## src/rtl/pss_pkg.sv

```systemverilog
/*
  constants for the phy strap release sequencer: register map, field
  positions, reset values, timing counts and the sequencer state type.
  assumes a 100 MHz system clock and a 32-bit AXI4-Lite register bus.
*/
package pss_pkg;
  // clock and timing
  localparam int unsigned CLK_HZ = 100_000_000;
  localparam int unsigned BUF_OFF_WAIT_US = 100;
  localparam int unsigned PHY_RST_WAIT_US = 100;
  // least time is microseconds times whole cycles per microsecond, with no rounding up
  localparam int unsigned BUF_OFF_WAIT_CYC = (BUF_OFF_WAIT_US * (CLK_HZ / 1_000_000)) + 0;
  localparam int unsigned PHY_RST_WAIT_CYC = (PHY_RST_WAIT_US * (CLK_HZ / 1_000_000)) + 0;
  localparam int unsigned CNT_W = 16;

  // register byte offsets
  localparam logic [7:0] CTRL_OFS = 8'h00;
  localparam logic [7:0] STATUS_OFS = 8'h04;
  localparam logic [7:0] PULL_OFS = 8'h08;

  // control fields
  localparam int unsigned CTRL_START_BIT = 0;
  // status fields
  localparam int unsigned ST_STATE_LSB = 0;
  localparam int unsigned ST_DONE_BIT = 8;
  // pull register fields: bits 1:0 pull-down on boot bits 6/7, bit 2 phy1 pulls,
  // bit 3 phy2 pulls
  localparam int unsigned PULL_BOOT67_LSB = 0;
  localparam int unsigned PULL_PHY1_BIT = 2;
  localparam int unsigned PULL_PHY2_BIT = 3;
  localparam logic [3:0] PULL_RESET = 4'h0;

  // axi response codes
  localparam logic [1:0] RESP_OKAY = 2'h0;
  localparam logic [1:0] RESP_SLVERR = 2'h2;

  // strap pin counts
  localparam int unsigned BOOT_W = 16;
  localparam int unsigned PHY2_STRAP_W = 15;

  // sequencer states
  typedef enum logic [5:0] {
    ST_IDLE = 6'h01,
    ST_BUF_OFF = 6'h02,
    ST_WAIT_RST = 6'h04,
    ST_WAIT_SW = 6'h08,
    ST_SW_ON = 6'h10,
    ST_APP = 6'h20
  } pss_state_t;
endpackage

```

## src/rtl/pss_sequencer.sv

```systemverilog
/*
  phy strap release sequencer: sets pin pull states, turns off the boot
  option buffers, releases phy reset, closes the isolation switch and then
  hands pins to their application functions.
  assumes software on an AXI4-Lite bus starts the sequence after power-on
  reset; all pins are driven on the system clock.
*/
// Overview of operation
// RL1 - each phy reads every strap as one of four levels and adopts them at reset release.
// RL2 - only the lowest or highest strap level is ever presented on pins shared with the host.
// RL3 - boot option pins keep their power-on state except bits 6 and 7, which get pull-downs.
// RL4 - the pulls on the two pins carrying the first phy's straps are switched off.
// RL5 - all pulls on pins carrying the second phy's straps are off before phy reset release.
// RL6 - the first step drives the buffer-disable line as an output, high.
// RL7 - at least 100 us later the phy reset line is driven high as an enabled output.
// RL8 - a further 100 us later the isolation switch control is driven high.
// RL9 - pins go to application functions only after the isolation switch is on.
// RL10 - the second phy latches address 13 and otherwise matches the first phy.
// RL11 - both phys strap to mii mode with the 24 MHz reference clock.
// RL12 - each phy's first led is strapped lit on good link, dark on no link.
// RL13 - the boot buffers stay enabled, control low, until the sequencer turns them off.
// RL14 - the isolation switch control stays low until the sequencer drives it high.
// RL15 - each wait is a counter from the clock rate giving no less than the required delay.
`timescale 1ns/100ps
module pss_sequencer
  import pss_pkg::*;
#(
  parameter int unsigned BUF_OFF_CYC = BUF_OFF_WAIT_CYC,
  parameter int unsigned PHY_RST_CYC = PHY_RST_WAIT_CYC
) (
  // clock and reset
  input wire logic clk,
  input wire logic rst_n,
  // axi4-lite write address
  input wire logic [7:0] s_axi_awaddr,
  input wire logic s_axi_awvalid,
  output logic s_axi_awready,
  // axi4-lite write data
  input wire logic [31:0] s_axi_wdata,
  input wire logic [3:0] s_axi_wstrb,
  input wire logic s_axi_wvalid,
  output logic s_axi_wready,
  // axi4-lite write response
  output logic [1:0] s_axi_bresp,
  output logic s_axi_bvalid,
  input wire logic s_axi_bready,
  // axi4-lite read address
  input wire logic [7:0] s_axi_araddr,
  input wire logic s_axi_arvalid,
  output logic s_axi_arready,
  // axi4-lite read data
  output logic [31:0] s_axi_rdata,
  output logic [1:0] s_axi_rresp,
  output logic s_axi_rvalid,
  input wire logic s_axi_rready,
  // boot buffer disable line (high turns buffers off)
  output logic boot_buffer_disable_o,
  output logic boot_buffer_disable_oe,
  // phy reset release line (high releases both phys)
  output logic phy_reset_release_o,
  output logic phy_reset_release_oe,
  // isolation switch control (high closes switch)
  output logic isolation_switch_ctl_o,
  output logic isolation_switch_ctl_oe,
  // pin pull controls
  output logic [1:0] boot_option_pulldown_en,
  output logic [1:0] phy1_strap_pull_en,
  output logic [PHY2_STRAP_W-1:0] phy2_strap_pull_en,
  // hand-over to application pin functions
  output logic app_pins_en,
  output logic seq_done
);

  // register state
  logic start_q, start_d;
  logic [3:0] pull_q, pull_d;
  // axi write channel state
  logic aw_hold_q, aw_hold_d;
  logic [7:0] aw_addr_q, aw_addr_d;
  logic w_hold_q, w_hold_d;
  logic [31:0] w_data_q, w_data_d;
  logic [3:0] w_strb_q, w_strb_d;
  logic bvalid_q, bvalid_d;
  logic [1:0] bresp_q, bresp_d;
  // axi read channel state
  logic rvalid_q, rvalid_d;
  logic [31:0] rdata_q, rdata_d;
  logic [1:0] rresp_q, rresp_d;
  // sequencer state
  pss_state_t state_q, state_d;
  logic [CNT_W-1:0] cnt_q, cnt_d;
  logic buf_off_q, buf_off_d;
  logic rst_rel_q, rst_rel_d;
  logic sw_on_q, sw_on_d;
  logic app_q, app_d;
  logic do_write;
  logic pulls_ready;

  // channel acceptance
  // a new write waits until the previous response has been taken
  assign s_axi_awready = !aw_hold_q && !bvalid_q;
  assign s_axi_wready = !w_hold_q && !bvalid_q;
  assign s_axi_arready = !rvalid_q;
  assign do_write = aw_hold_q && w_hold_q && !bvalid_q;
  assign s_axi_bvalid = bvalid_q;
  assign s_axi_bresp = bresp_q;
  assign s_axi_rvalid = rvalid_q;
  assign s_axi_rdata = rdata_q;
  assign s_axi_rresp = rresp_q;

  // register file and bus next state
  always_comb begin
    aw_hold_d = aw_hold_q;
    aw_addr_d = aw_addr_q;
    w_hold_d = w_hold_q;
    w_data_d = w_data_q;
    w_strb_d = w_strb_q;
    bvalid_d = bvalid_q;
    bresp_d = bresp_q;
    rvalid_d = rvalid_q;
    rdata_d = rdata_q;
    rresp_d = rresp_q;
    start_d = 1'b0;
    pull_d = pull_q;
    if (s_axi_awvalid && s_axi_awready) begin
      aw_hold_d = 1'b1;
      aw_addr_d = s_axi_awaddr;
    end
    if (s_axi_wvalid && s_axi_wready) begin
      w_hold_d = 1'b1;
      w_data_d = s_axi_wdata;
      w_strb_d = s_axi_wstrb;
    end
    if (do_write) begin
      aw_hold_d = 1'b0;
      w_hold_d = 1'b0;
      bvalid_d = 1'b1;
      bresp_d = RESP_OKAY;
      unique case (aw_addr_q[7:2])
        CTRL_OFS[7:2]: begin
          start_d = w_strb_q[0] && w_data_q[CTRL_START_BIT];
        end
        PULL_OFS[7:2]: begin
          // pulls are frozen once the sequence runs
          if (w_strb_q[0] && state_q == ST_IDLE) begin
            pull_d = w_data_q[3:0];
          end
        end
        STATUS_OFS[7:2]: begin
          bresp_d = RESP_OKAY;
        end
        default: begin
          bresp_d = RESP_SLVERR;
        end
      endcase
    end else if (bvalid_q && s_axi_bready) begin
      bvalid_d = 1'b0;
    end
    if (s_axi_arvalid && s_axi_arready) begin
      rvalid_d = 1'b1;
      rresp_d = RESP_OKAY;
      rdata_d = 32'h0000_0000;
      unique case (s_axi_araddr[7:2])
        CTRL_OFS[7:2]: begin
          rdata_d[CTRL_START_BIT] = (state_q != ST_IDLE);
        end
        STATUS_OFS[7:2]: begin
          rdata_d[ST_STATE_LSB +: 6] = state_q;
          rdata_d[ST_DONE_BIT] = app_q;
        end
        PULL_OFS[7:2]: begin
          rdata_d[3:0] = pull_q;
        end
        default: begin
          rresp_d = RESP_SLVERR;
        end
      endcase
    end else if (rvalid_q && s_axi_rready) begin
      rvalid_d = 1'b0;
    end
  end

  // bus and register flops
  always_ff @(posedge clk) begin
    if (!rst_n) begin
      aw_hold_q <= 1'b0;
      aw_addr_q <= 8'h00;
      w_hold_q <= 1'b0;
      w_data_q <= 32'h0000_0000;
      w_strb_q <= 4'h0;
      bvalid_q <= 1'b0;
      bresp_q <= RESP_OKAY;
      rvalid_q <= 1'b0;
      rdata_q <= 32'h0000_0000;
      rresp_q <= RESP_OKAY;
      start_q <= 1'b0;
      pull_q <= PULL_RESET;
    end else begin
      aw_hold_q <= aw_hold_d;
      aw_addr_q <= aw_addr_d;
      w_hold_q <= w_hold_d;
      w_data_q <= w_data_d;
      w_strb_q <= w_strb_d;
      bvalid_q <= bvalid_d;
      bresp_q <= bresp_d;
      rvalid_q <= rvalid_d;
      rdata_q <= rdata_d;
      rresp_q <= rresp_d;
      start_q <= start_d;
      pull_q <= pull_d;
    end
  end

  // pin pull states: pull_q bit set means the required setting is applied
  // start is refused unless every pull setting has been applied
  assign pulls_ready = pull_q[PULL_BOOT67_LSB +: 2] == 2'h3 && pull_q[PULL_PHY1_BIT]
                       && pull_q[PULL_PHY2_BIT];
  assign boot_option_pulldown_en = pull_q[PULL_BOOT67_LSB +: 2]; // RL3
  assign phy1_strap_pull_en = {2{!pull_q[PULL_PHY1_BIT]}}; // RL4
  assign phy2_strap_pull_en = {PHY2_STRAP_W{!pull_q[PULL_PHY2_BIT]}}; // RL5

  // sequencer next state
  always_comb begin
    state_d = state_q;
    cnt_d = cnt_q;
    buf_off_d = buf_off_q;
    rst_rel_d = rst_rel_q;
    sw_on_d = sw_on_q;
    app_d = app_q;
    unique case (state_q)
      ST_IDLE: begin
        // start is refused until the phy strap pins no longer carry host pulls and boot bits 6 and 7 are pulled down
        if (start_q && pulls_ready) begin // RL5
          state_d = ST_BUF_OFF;
        end
      end
      ST_BUF_OFF: begin
        // the wait counts from the cycle the buffers turn off
        buf_off_d = 1'b1; // RL6
        cnt_d = CNT_W'(BUF_OFF_CYC - 1); // RL15
        state_d = ST_WAIT_RST;
      end
      ST_WAIT_RST: begin
        if (cnt_q == '0) begin
          rst_rel_d = 1'b1; // RL7
          cnt_d = CNT_W'(PHY_RST_CYC - 1); // RL15
          state_d = ST_WAIT_SW;
        end else begin
          cnt_d = cnt_q - 1'b1;
        end
      end
      ST_WAIT_SW: begin
        if (cnt_q == '0) begin
          sw_on_d = 1'b1; // RL8
          state_d = ST_SW_ON;
        end else begin
          cnt_d = cnt_q - 1'b1;
        end
      end
      ST_SW_ON: begin
        app_d = 1'b1; // RL9
        state_d = ST_APP;
      end
      ST_APP: begin
        // terminal: only reset restarts the sequence
        state_d = ST_APP;
      end
      default: begin
        state_d = ST_IDLE;
      end
    endcase
  end

  // sequencer flops; reset leaves every line undriven so the board pulls hold it low
  always_ff @(posedge clk) begin
    if (!rst_n) begin
      state_q <= ST_IDLE;
      cnt_q <= '0;
      buf_off_q <= 1'b0;
      rst_rel_q <= 1'b0;
      sw_on_q <= 1'b0;
      app_q <= 1'b0;
    end else begin
      state_q <= state_d;
      cnt_q <= cnt_d;
      buf_off_q <= buf_off_d;
      rst_rel_q <= rst_rel_d;
      sw_on_q <= sw_on_d;
      app_q <= app_d;
    end
  end

  // pins are full-rail outputs only, undriven until their step
  assign boot_buffer_disable_o = buf_off_q; // RL2
  assign boot_buffer_disable_oe = buf_off_q; // RL13
  assign phy_reset_release_o = rst_rel_q;
  assign phy_reset_release_oe = rst_rel_q;
  assign isolation_switch_ctl_o = sw_on_q;
  assign isolation_switch_ctl_oe = sw_on_q; // RL14
  assign app_pins_en = app_q;
  assign seq_done = app_q;

endmodule

```

## config.mk

```make
export PLATFORM = sky130hd
export DESIGN_NAME = pss_sequencer
export DESIGN_NICKNAME = d
export VERILOG_FILES = /design/src/rtl/pss_pkg.sv /design/src/rtl/pss_sequencer.sv
export SDC_FILE = /design/constraint.sdc
export NUM_CORES = 1
export LEC_CHECK = 0
export BUFFER_PORTS_ARGS = -buffer_cell sky130_fd_sc_hd__buf_2
export CAP_MARGIN = 20
export CORE_MARGIN = 2
export CORE_UTILIZATION = 51
export DETAILED_ROUTE_END_ITERATION = 6
export PLACE_DENSITY = 0.85
export RECOVER_POWER = 50
export SYNTH_ARGS = -nofsm -noshare
export SYNTH_HDL_FRONTEND = slang
export SYNTH_SLANG_ARGS = --single-unit
```

## constraint.sdc

```tcl
create_clock -name clk -period 4.19 [get_ports clk]
set_clock_uncertainty 0.1 [all_clocks]
set_input_delay 1.257 -clock clk [delete_from_list [all_inputs] [get_ports clk]]
set_output_delay 1.257 -clock clk [all_outputs]
set_load 0.005 [all_outputs]
```

; ---- Word level (Yosys, flattened, before mapping)
; Cells that the tools add are included.
[word_totals]
ff_bits = 59
in_bits = 59
wordCells = 89
[classes]
addsub = 1
eq_ne = 16
n_mux = 17
bitwise = 1
reduce_logical = 36
[op_table]
columns = cell, n
row1 = $pmux 16 s3, 1
row2 = $mux 16, 2
row3 = $pmux 6 s5, 1
row4 = $eq 6x1->1 const B, 3
row5 = $eq 6x2->1 const B, 3
row6 = $mux 6, 3
row7 = $logic_not 16->1, 1
row8 = $sub 16x1->16 const B, 1
row9 = $logic_and 1x1->1, 14
row10 = $logic_not 6->1, 2
row11 = $reduce_and 3->1, 3
row12 = $eq 6x3->1 const B, 1
row13 = $eq 6x4->1 const B, 1
row14 = $eq 6x5->1 const B, 1
row15 = $eq 6x6->1 const B, 1
row16 = $logic_not 1->1, 6
row17 = $mux 2, 3
row18 = $ne 2x2->1 const B, 3
row19 = $ne 6x1->1 const B, 1
row20 = $pmux 3 s2, 1
row21 = $reduce_and 2->1, 3
row22 = $reduce_or 3->1, 2
row23 = $mux 1, 5
row24 = $reduce_bool 2->1, 2
row25 = 6 further kinds, 7

; ---- Longest topological paths before layout
; Gate-level depths: netlist (run 1).
[depth]
depth_word = 6
mapped_depth = 9
depth_no_buf = 7

; ---- Least setup slack after synthesis (run 1)
; No wires, ideal clock.
[synth_path]
path_type = input port to flip-flop
from = input port s_axi_awvalid
to = register aw_addr_q[2]
setup_time_ns = 0.129
t_arrival_ns = 1.919
setup_slack_ns = 2.042
stages = 4
n_path_buf = 1
path_cell_list = and2_1 > clkbuf_1 > mux2i_1 > nor2_1
[synth_via]
elab_chain_cells = 1
[synth_rtl]
columns = item, line
row1 = "start, declared", pss_sequencer.sv:36  ; input wire logic s_axi_awvalid,
row2 = $logic_and 1x1->1, pss_sequencer.sv:125  ; if (s_axi_awvalid && s_axi_awready) begin
row3 = "end signal, assigned", pss_sequencer.sv:200  ; aw_addr_q <= aw_addr_d;
row4 = "end, declared", pss_sequencer.sv:79  ; logic [7:0] aw_addr_q, aw_addr_d;
; Every way passes these cells.
; A chain may end at the register's enable or synchronous reset.

==> results.ini, run 1 <==
[floorplan]
pin_count=127
initial_core_util=0.530
fp.dieH_um=79.6
rows=27
die_w_um=79.6
dieArea_sq_um=6340
core_area_sq_um=5510

[synthesis]
synth_cells=339
ys_top_cells_by_area=dfxtp_1 38%, buf_4 13%, nor2_1 7.1%
synth_edf_count=0
synth_area_sq_um=2920
synth-seq-cells=55
synth.distinct_cells=53
synth_flop_cell=dfxtp_1
synth_area_leader_cell=dfxtp_1
netlist.area_leader.share=0.378
ys_async_sr_fraction=0
avgSynthCellArea_sq_um=8.60
yosys-top-cells-count=55 x dfxtp_1, 55 x nor2_1, 49 x buf_4
synth_warnings=0
yosysSeqAreaShare=0.378

[clock_tree]
post_cts_buffers=0
cts_buffer_depth=2
cts_tree=built
hold_buffers=0
cts_sinks=55
clkSlewWorstSetupHoldPaths_ns=0.10
ctsResizeCount=0
cts_buffers=5
clockRootBuffer=clkbuf_8
clk_latency_ns=0.32
htreeDepth=2

[critical_path]
worst_setup_path_end_kind=flip-flop
startpoint_type=input pin
crit_chain=clkbuf_1 > clkinv_1 > buf_4 > a31oi_1 > o21a_1
required_ns=4.35
cp_max_fo=19
path_buf_inv=3
cpMaxStageDelayCell=clkinv_1
crit_arrival_ns=3.04
path_class=in -> reg
critPathMaxStageDelay_ns=0.59
cp_top_family=buffers and inverters

[timing]
tns_ns=0
final.min_clock_period_ns=2.88
tightest_slew_ns=1.13
maxSlewHeadroom=0.243
setup_viol=0
finalCritPeriodShare=0.687
fmax_mhz=347
hold_viol=0
rsz0062_at_grt=false
hold_slack_ns=0.371
setup_ws_ns=1.31
maxSlewViolCount=0

[finish]
nFillCells=517
fin_area_sq_um=3060
layout.nets=436
antenna_cells=0
drive_gt1_frac=0.202
area_growth_pct=5.02

[routing]
antenna_left=0
dr.pass1.iters=5
vias=2376
remaining_drc_errors=0
routedWlPerCell_um=12.8
viasPerCell=5.30
dr.first_iter.drc_count=135
finalWirelength_um=5750

[grt]
grtUsageTotal=0.183
grt_max_degree=20
grt_pass1_vias=2141
antenna_found_initial=0
grt.overflow.total=0
grt_pass1_wl_um=9400

[power]
pwr_density_cell_nw_per_um2=304
leakagePower_nw=1.33
max-vdd-ir-drop_v=0.000330

[place]
gp_congestion=0.870
dp_slack_ns=1.40
dpl_cell_area_sq_um=2990
hpwl_um=4240
io_buffers=64

[status]
status=completed

[min_path]
min_path_type=reg -> reg

[run]
cap_violations=0

## registers in the layout (all words and copies together), names as in the netlist
register,flops
app_pins_en,1
aw_addr_q,6
aw_hold_q,1
boot_buffer_disable_o,1
cnt_q,16
isolation_switch_ctl_o,1
phy_reset_release_o,1
pull_q,4
s_axi_bresp,1
s_axi_bvalid,1
s_axi_rdata,7
s_axi_rresp,1
s_axi_rvalid,1
start_q,1
state_q,6
w_data_q,4
w_hold_q,1
w_strb_q,1
## power breakdown
group	internal, mW	switching (mW)	total, mW	leakage, nW
clock	0.135	0.180	0.316	0.0474
combinational	0.0294	0.0427	0.0721	0.837
sequential	0.535	0.00759	0.542	0.446
total	0.699	0.231	0.930	1.33
## stage by stage
stage | total power, mW | util | std cells
final | 0.930 | 0.556 | 448
after global routing | 0.967 | 0.556 | 448
after CTS | 0.937 | 0.561 | 448
after detailed placement | 0.627 | 0.543 | 440
after global placement | 0.624 | 0.543 | 440
after floorplan | 0.619 | - | 365
## final cells by class
cell class | instances | area [sq um] | share of cell area
repair buffers | 65 | 323 | 0.105
inverters | 8 | 30.0 | 0.00980
clock inverters | 2 | 16.3 | 0.00531
flip-flops and latches | 55 | 1100 | 0.359
clock buffers | 6 | 82.6 | 0.0270
well taps | 72 | 90.1 | 0.0294
multi-input cells | 240 | 1420 | 0.464
## final timing paths
path	endpoint	start	depth (start not counted)	slack [ns]
max	cnt_q[13]	rst_n	5	1.31
min	s_axi_rdata[0]	s_axi_rdata[0]	2	0.37
max reg2reg	cnt_q[4]	cnt_q[0]	7	1.46
min reg2reg	s_axi_rdata[0]	s_axi_rdata[0]	2	0.37
## logic make-up (layout without fill, tap and decap cells)
| family | count (synthesis) | in the layout | synth area share |
|---|---|---|---|
| and+or+nand+nor | 126 | 126 | 0.236 |
| buffers and inverters | 70 | 81 | 0.162 |
| AOI/OAI and AO/OA | 63 | 63 | 0.142 |
| DFF | 55 | 55 | 0.378 |
| muxes | 15 | 15 | 0.0515 |
| xor gates and xnor gates | 7 | 7 | 0.0210 |
| adders and majority gates | 2 | 2 | 0.00858 |
| other | 1 | 27 | 0.00129 |
## tightest hold or removal path, delay by kind of cell, from the launching register on
| kind | cells | cell delay [ns] |
|---|---|---|
| simple gates | 1 | 0.06 |
| flops | 1 | 0.32 |
| compound gates | 1 | 0.05 |
## layout by cell type, fill, tap and decap left out, drive strengths merged, types with 3 or more instances in the layout
cell type / count
buf: 61
nor2: 57
dfxtp: 55
conb: 27
a21oi: 22
mux2i: 15
nand2: 14
clkbuf: 10
nor3: 9
inv: 7
o21ai: 7
nor4: 7
xnor2: 6
a22oi: 6
o21a: 6
nand4: 5
nor2b: 5
nand3: 5
a211oi: 5
nand2b: 4
a31oi: 4
or4: 4
o31ai: 3
and3: 3
and2: 3
nor3b: 3
## per-layer routing
layer	GRT usage	routed length (um)
met1	0.232	2600
met4	0.0569	72
met2	0.306	2750
met3	0.0464	328
met5	0	0
No activity file was read; power rests on OpenSTA's default activity.
==> run 2, diff against run 1 <==
CORE_UTILIZATION = 43   (was 51)
PLACE_DENSITY = 0.76   (was 0.85)
clock period = 2.55 ns   (was 4.19 ns; I/O delays follow)
==> results.ini, run 2 (synthesis gave the netlist of run 1 again) <==
[critical_path]
reg2reg_slack_ns=0.38  ; was 1.46 ns
reg2regPathDepth=5  ; was 7
worst_setup_path_end_kind=flip-flop  ; unchanged
crit_arrival_ns=2.27  ; was 3.04 ns
timing.rr.end=cnt_q[10]  ; was cnt_q[4]
path_class=reg -> reg  ; was in -> reg
cp_max_fo=11  ; was 19
required_ns=2.65  ; was 4.35 ns
startpoint_type=flip-flop  ; was input pin
r2r-start=cnt_q[7]  ; was cnt_q[0]

[place]
hpwl_um=4170  ; was 4240 um
dp_slack_ns=0.416  ; was 1.40 ns
dpl_cell_area_sq_um=3010  ; was 2990 sq um
numPlacedInstances=450  ; was 440
io_buffers=64  ; unchanged
gp_congestion=0.754  ; was 0.870

[finish]
largest-register=cnt_q  ; unchanged
fin_area_sq_um=3090  ; was 3060 sq um
final_util=0.462  ; was 0.556
layout.nets=438  ; was 436
register_area_sq_um=1100  ; unchanged
antenna_cells=0  ; unchanged
largest_reg_flops=16  ; unchanged
layout_common_cells=57 x buf_2, 55 x nor2_1, 55 x dfxtp_1  ; was 60 x buf_2, 55 x nor2_1, 55 x dfxtp_1
area_growth_pct=5.79  ; was 5.02%
multi_input_area_sq_um=1430  ; was 1420 sq um
layout_commonest_cell=buf_2  ; unchanged
finalNonFillerCells=458  ; was 448
drive_gt1_frac=0.201  ; was 0.202
nFillCells=673  ; was 517

[clock_tree]
ctsResizeCount=0  ; unchanged
cts_buffer_depth=2  ; unchanged
cts_buffers=5  ; unchanged
cts_tree=built  ; unchanged
htreeDepth=2  ; unchanged
clockRootBuffer=clkbuf_8  ; unchanged
clkSlewWorstSetupHoldPaths_ns=0.10  ; about the same
hold_buffers=0  ; unchanged
post_cts_buffers=0  ; unchanged
cts_sinks=55  ; unchanged
clk_latency_ns=0.31  ; was 0.32 ns

[timing]
final.min_clock_period_ns=2.17
tns_ns=0  ; unchanged
finalCritPeriodShare=0.851
tightest_slew_ns=0.684  ; was 1.13 ns
maxSlewViolCount=0  ; unchanged
fmax_mhz=461
setup_ws_ns=0.381  ; was 1.31 ns
rsz0062_at_grt=false  ; unchanged
maxSlewHeadroom=0.544  ; was 0.243
hold_slack_ns=0.390  ; was 0.371 ns
hold_viol=0  ; unchanged
setup_viol=0  ; unchanged

[min_path]
hold_end=cnt_q[15]  ; was s_axi_rdata[0]
min_path_type=reg -> reg  ; unchanged
min_path_cells=2  ; unchanged
worstHoldStart=cnt_q[15]  ; was s_axi_rdata[0]

[routing]
finalWirelength_um=5710  ; was 5750 um
viasPerCell=5.13  ; was 5.30
antenna_left=0  ; unchanged
routedWlPerCell_um=12.5  ; was 12.8 um
dr.first_iter.drc_count=123  ; was 135
vias=2348  ; was 2,376
dr.pass1.iters=4  ; was 5
remaining_drc_errors=0  ; unchanged

[grt]
antenna_found_initial=0  ; unchanged
grt_pass1_vias=2050  ; was 2,141
grt_max_degree=27  ; was 20
grt.overflow.total=0  ; unchanged
grtUsageTotal=0.153  ; was 0.183
grt_pass1_wl_um=9320  ; was 9400 um

[floorplan]
fp.dieH_um=86.4  ; was 79.6 um
die_w_um=86.4  ; was 79.6 um
dieArea_sq_um=7460  ; was 6340 sq um
initial_core_util=0.437  ; was 0.530
core_area_sq_um=6680  ; was 5510 sq um
pin_count=127  ; unchanged
rows=30  ; was 27

[power]
power_mw=1.50  ; was 930 uW
max-vdd-ir-drop_v=0.000273  ; was 0.000330 V
leakagePower_nw=1.34  ; was 1.33 nW
pwr_density_cell_nw_per_um2=486  ; was 304 nW/um^2

[run]
cap_violations=0  ; unchanged

[status]
status=completed  ; unchanged

## run 2: worst max-delay path, stage by stage (launching register included)
cell     delay (ns)
dfxtp_1        0.36
nor4_1         0.51
and4_4         0.42
a21o_1         0.35
a21oi_1        0.07
o221a_1        0.26
## run 2: power by group
part / internal [mW] / switching [mW]
clock: 0.198 / 0.294
sequential: 0.879 / 0.0125
combinational: 0.0487 / 0.0683
## run 2: worst max path at each step
stage,startpoint,to,cells after the start
after floorplan,cnt_q[0],cnt_q[15],9
after global placement,state_q[4],cnt_q[11],5
after detailed placement,cnt_q[7],cnt_q[10],5
after CTS,cnt_q[7],cnt_q[10],5
after global routing,cnt_q[7],cnt_q[10],5
final,cnt_q[7],cnt_q[10],5
## run 2: cell type report
type	count	share of cell area
timing repair buffer	67	0.107
inverter	8	0.00973
tap	80	0.0324
clock inverter	2	0.00527
sequential	55	0.357
multi-input combinational	240	0.465
clock buffer	6	0.0235
## run 2: per-layer routing
metal | vias up | wire [um] | share of wire | track usage
met4 | 0 | 67 | 0.012 | 0.0511
met2 | 75 | 2700 | 0.47 | 0.248
met1 | 1089 | 2620 | 0.46 | 0.203
met3 | 4 | 313 | 0.055 | 0.0314
li1 | 1180 | - | - | -
met5 | - | 0 | 0 | 0
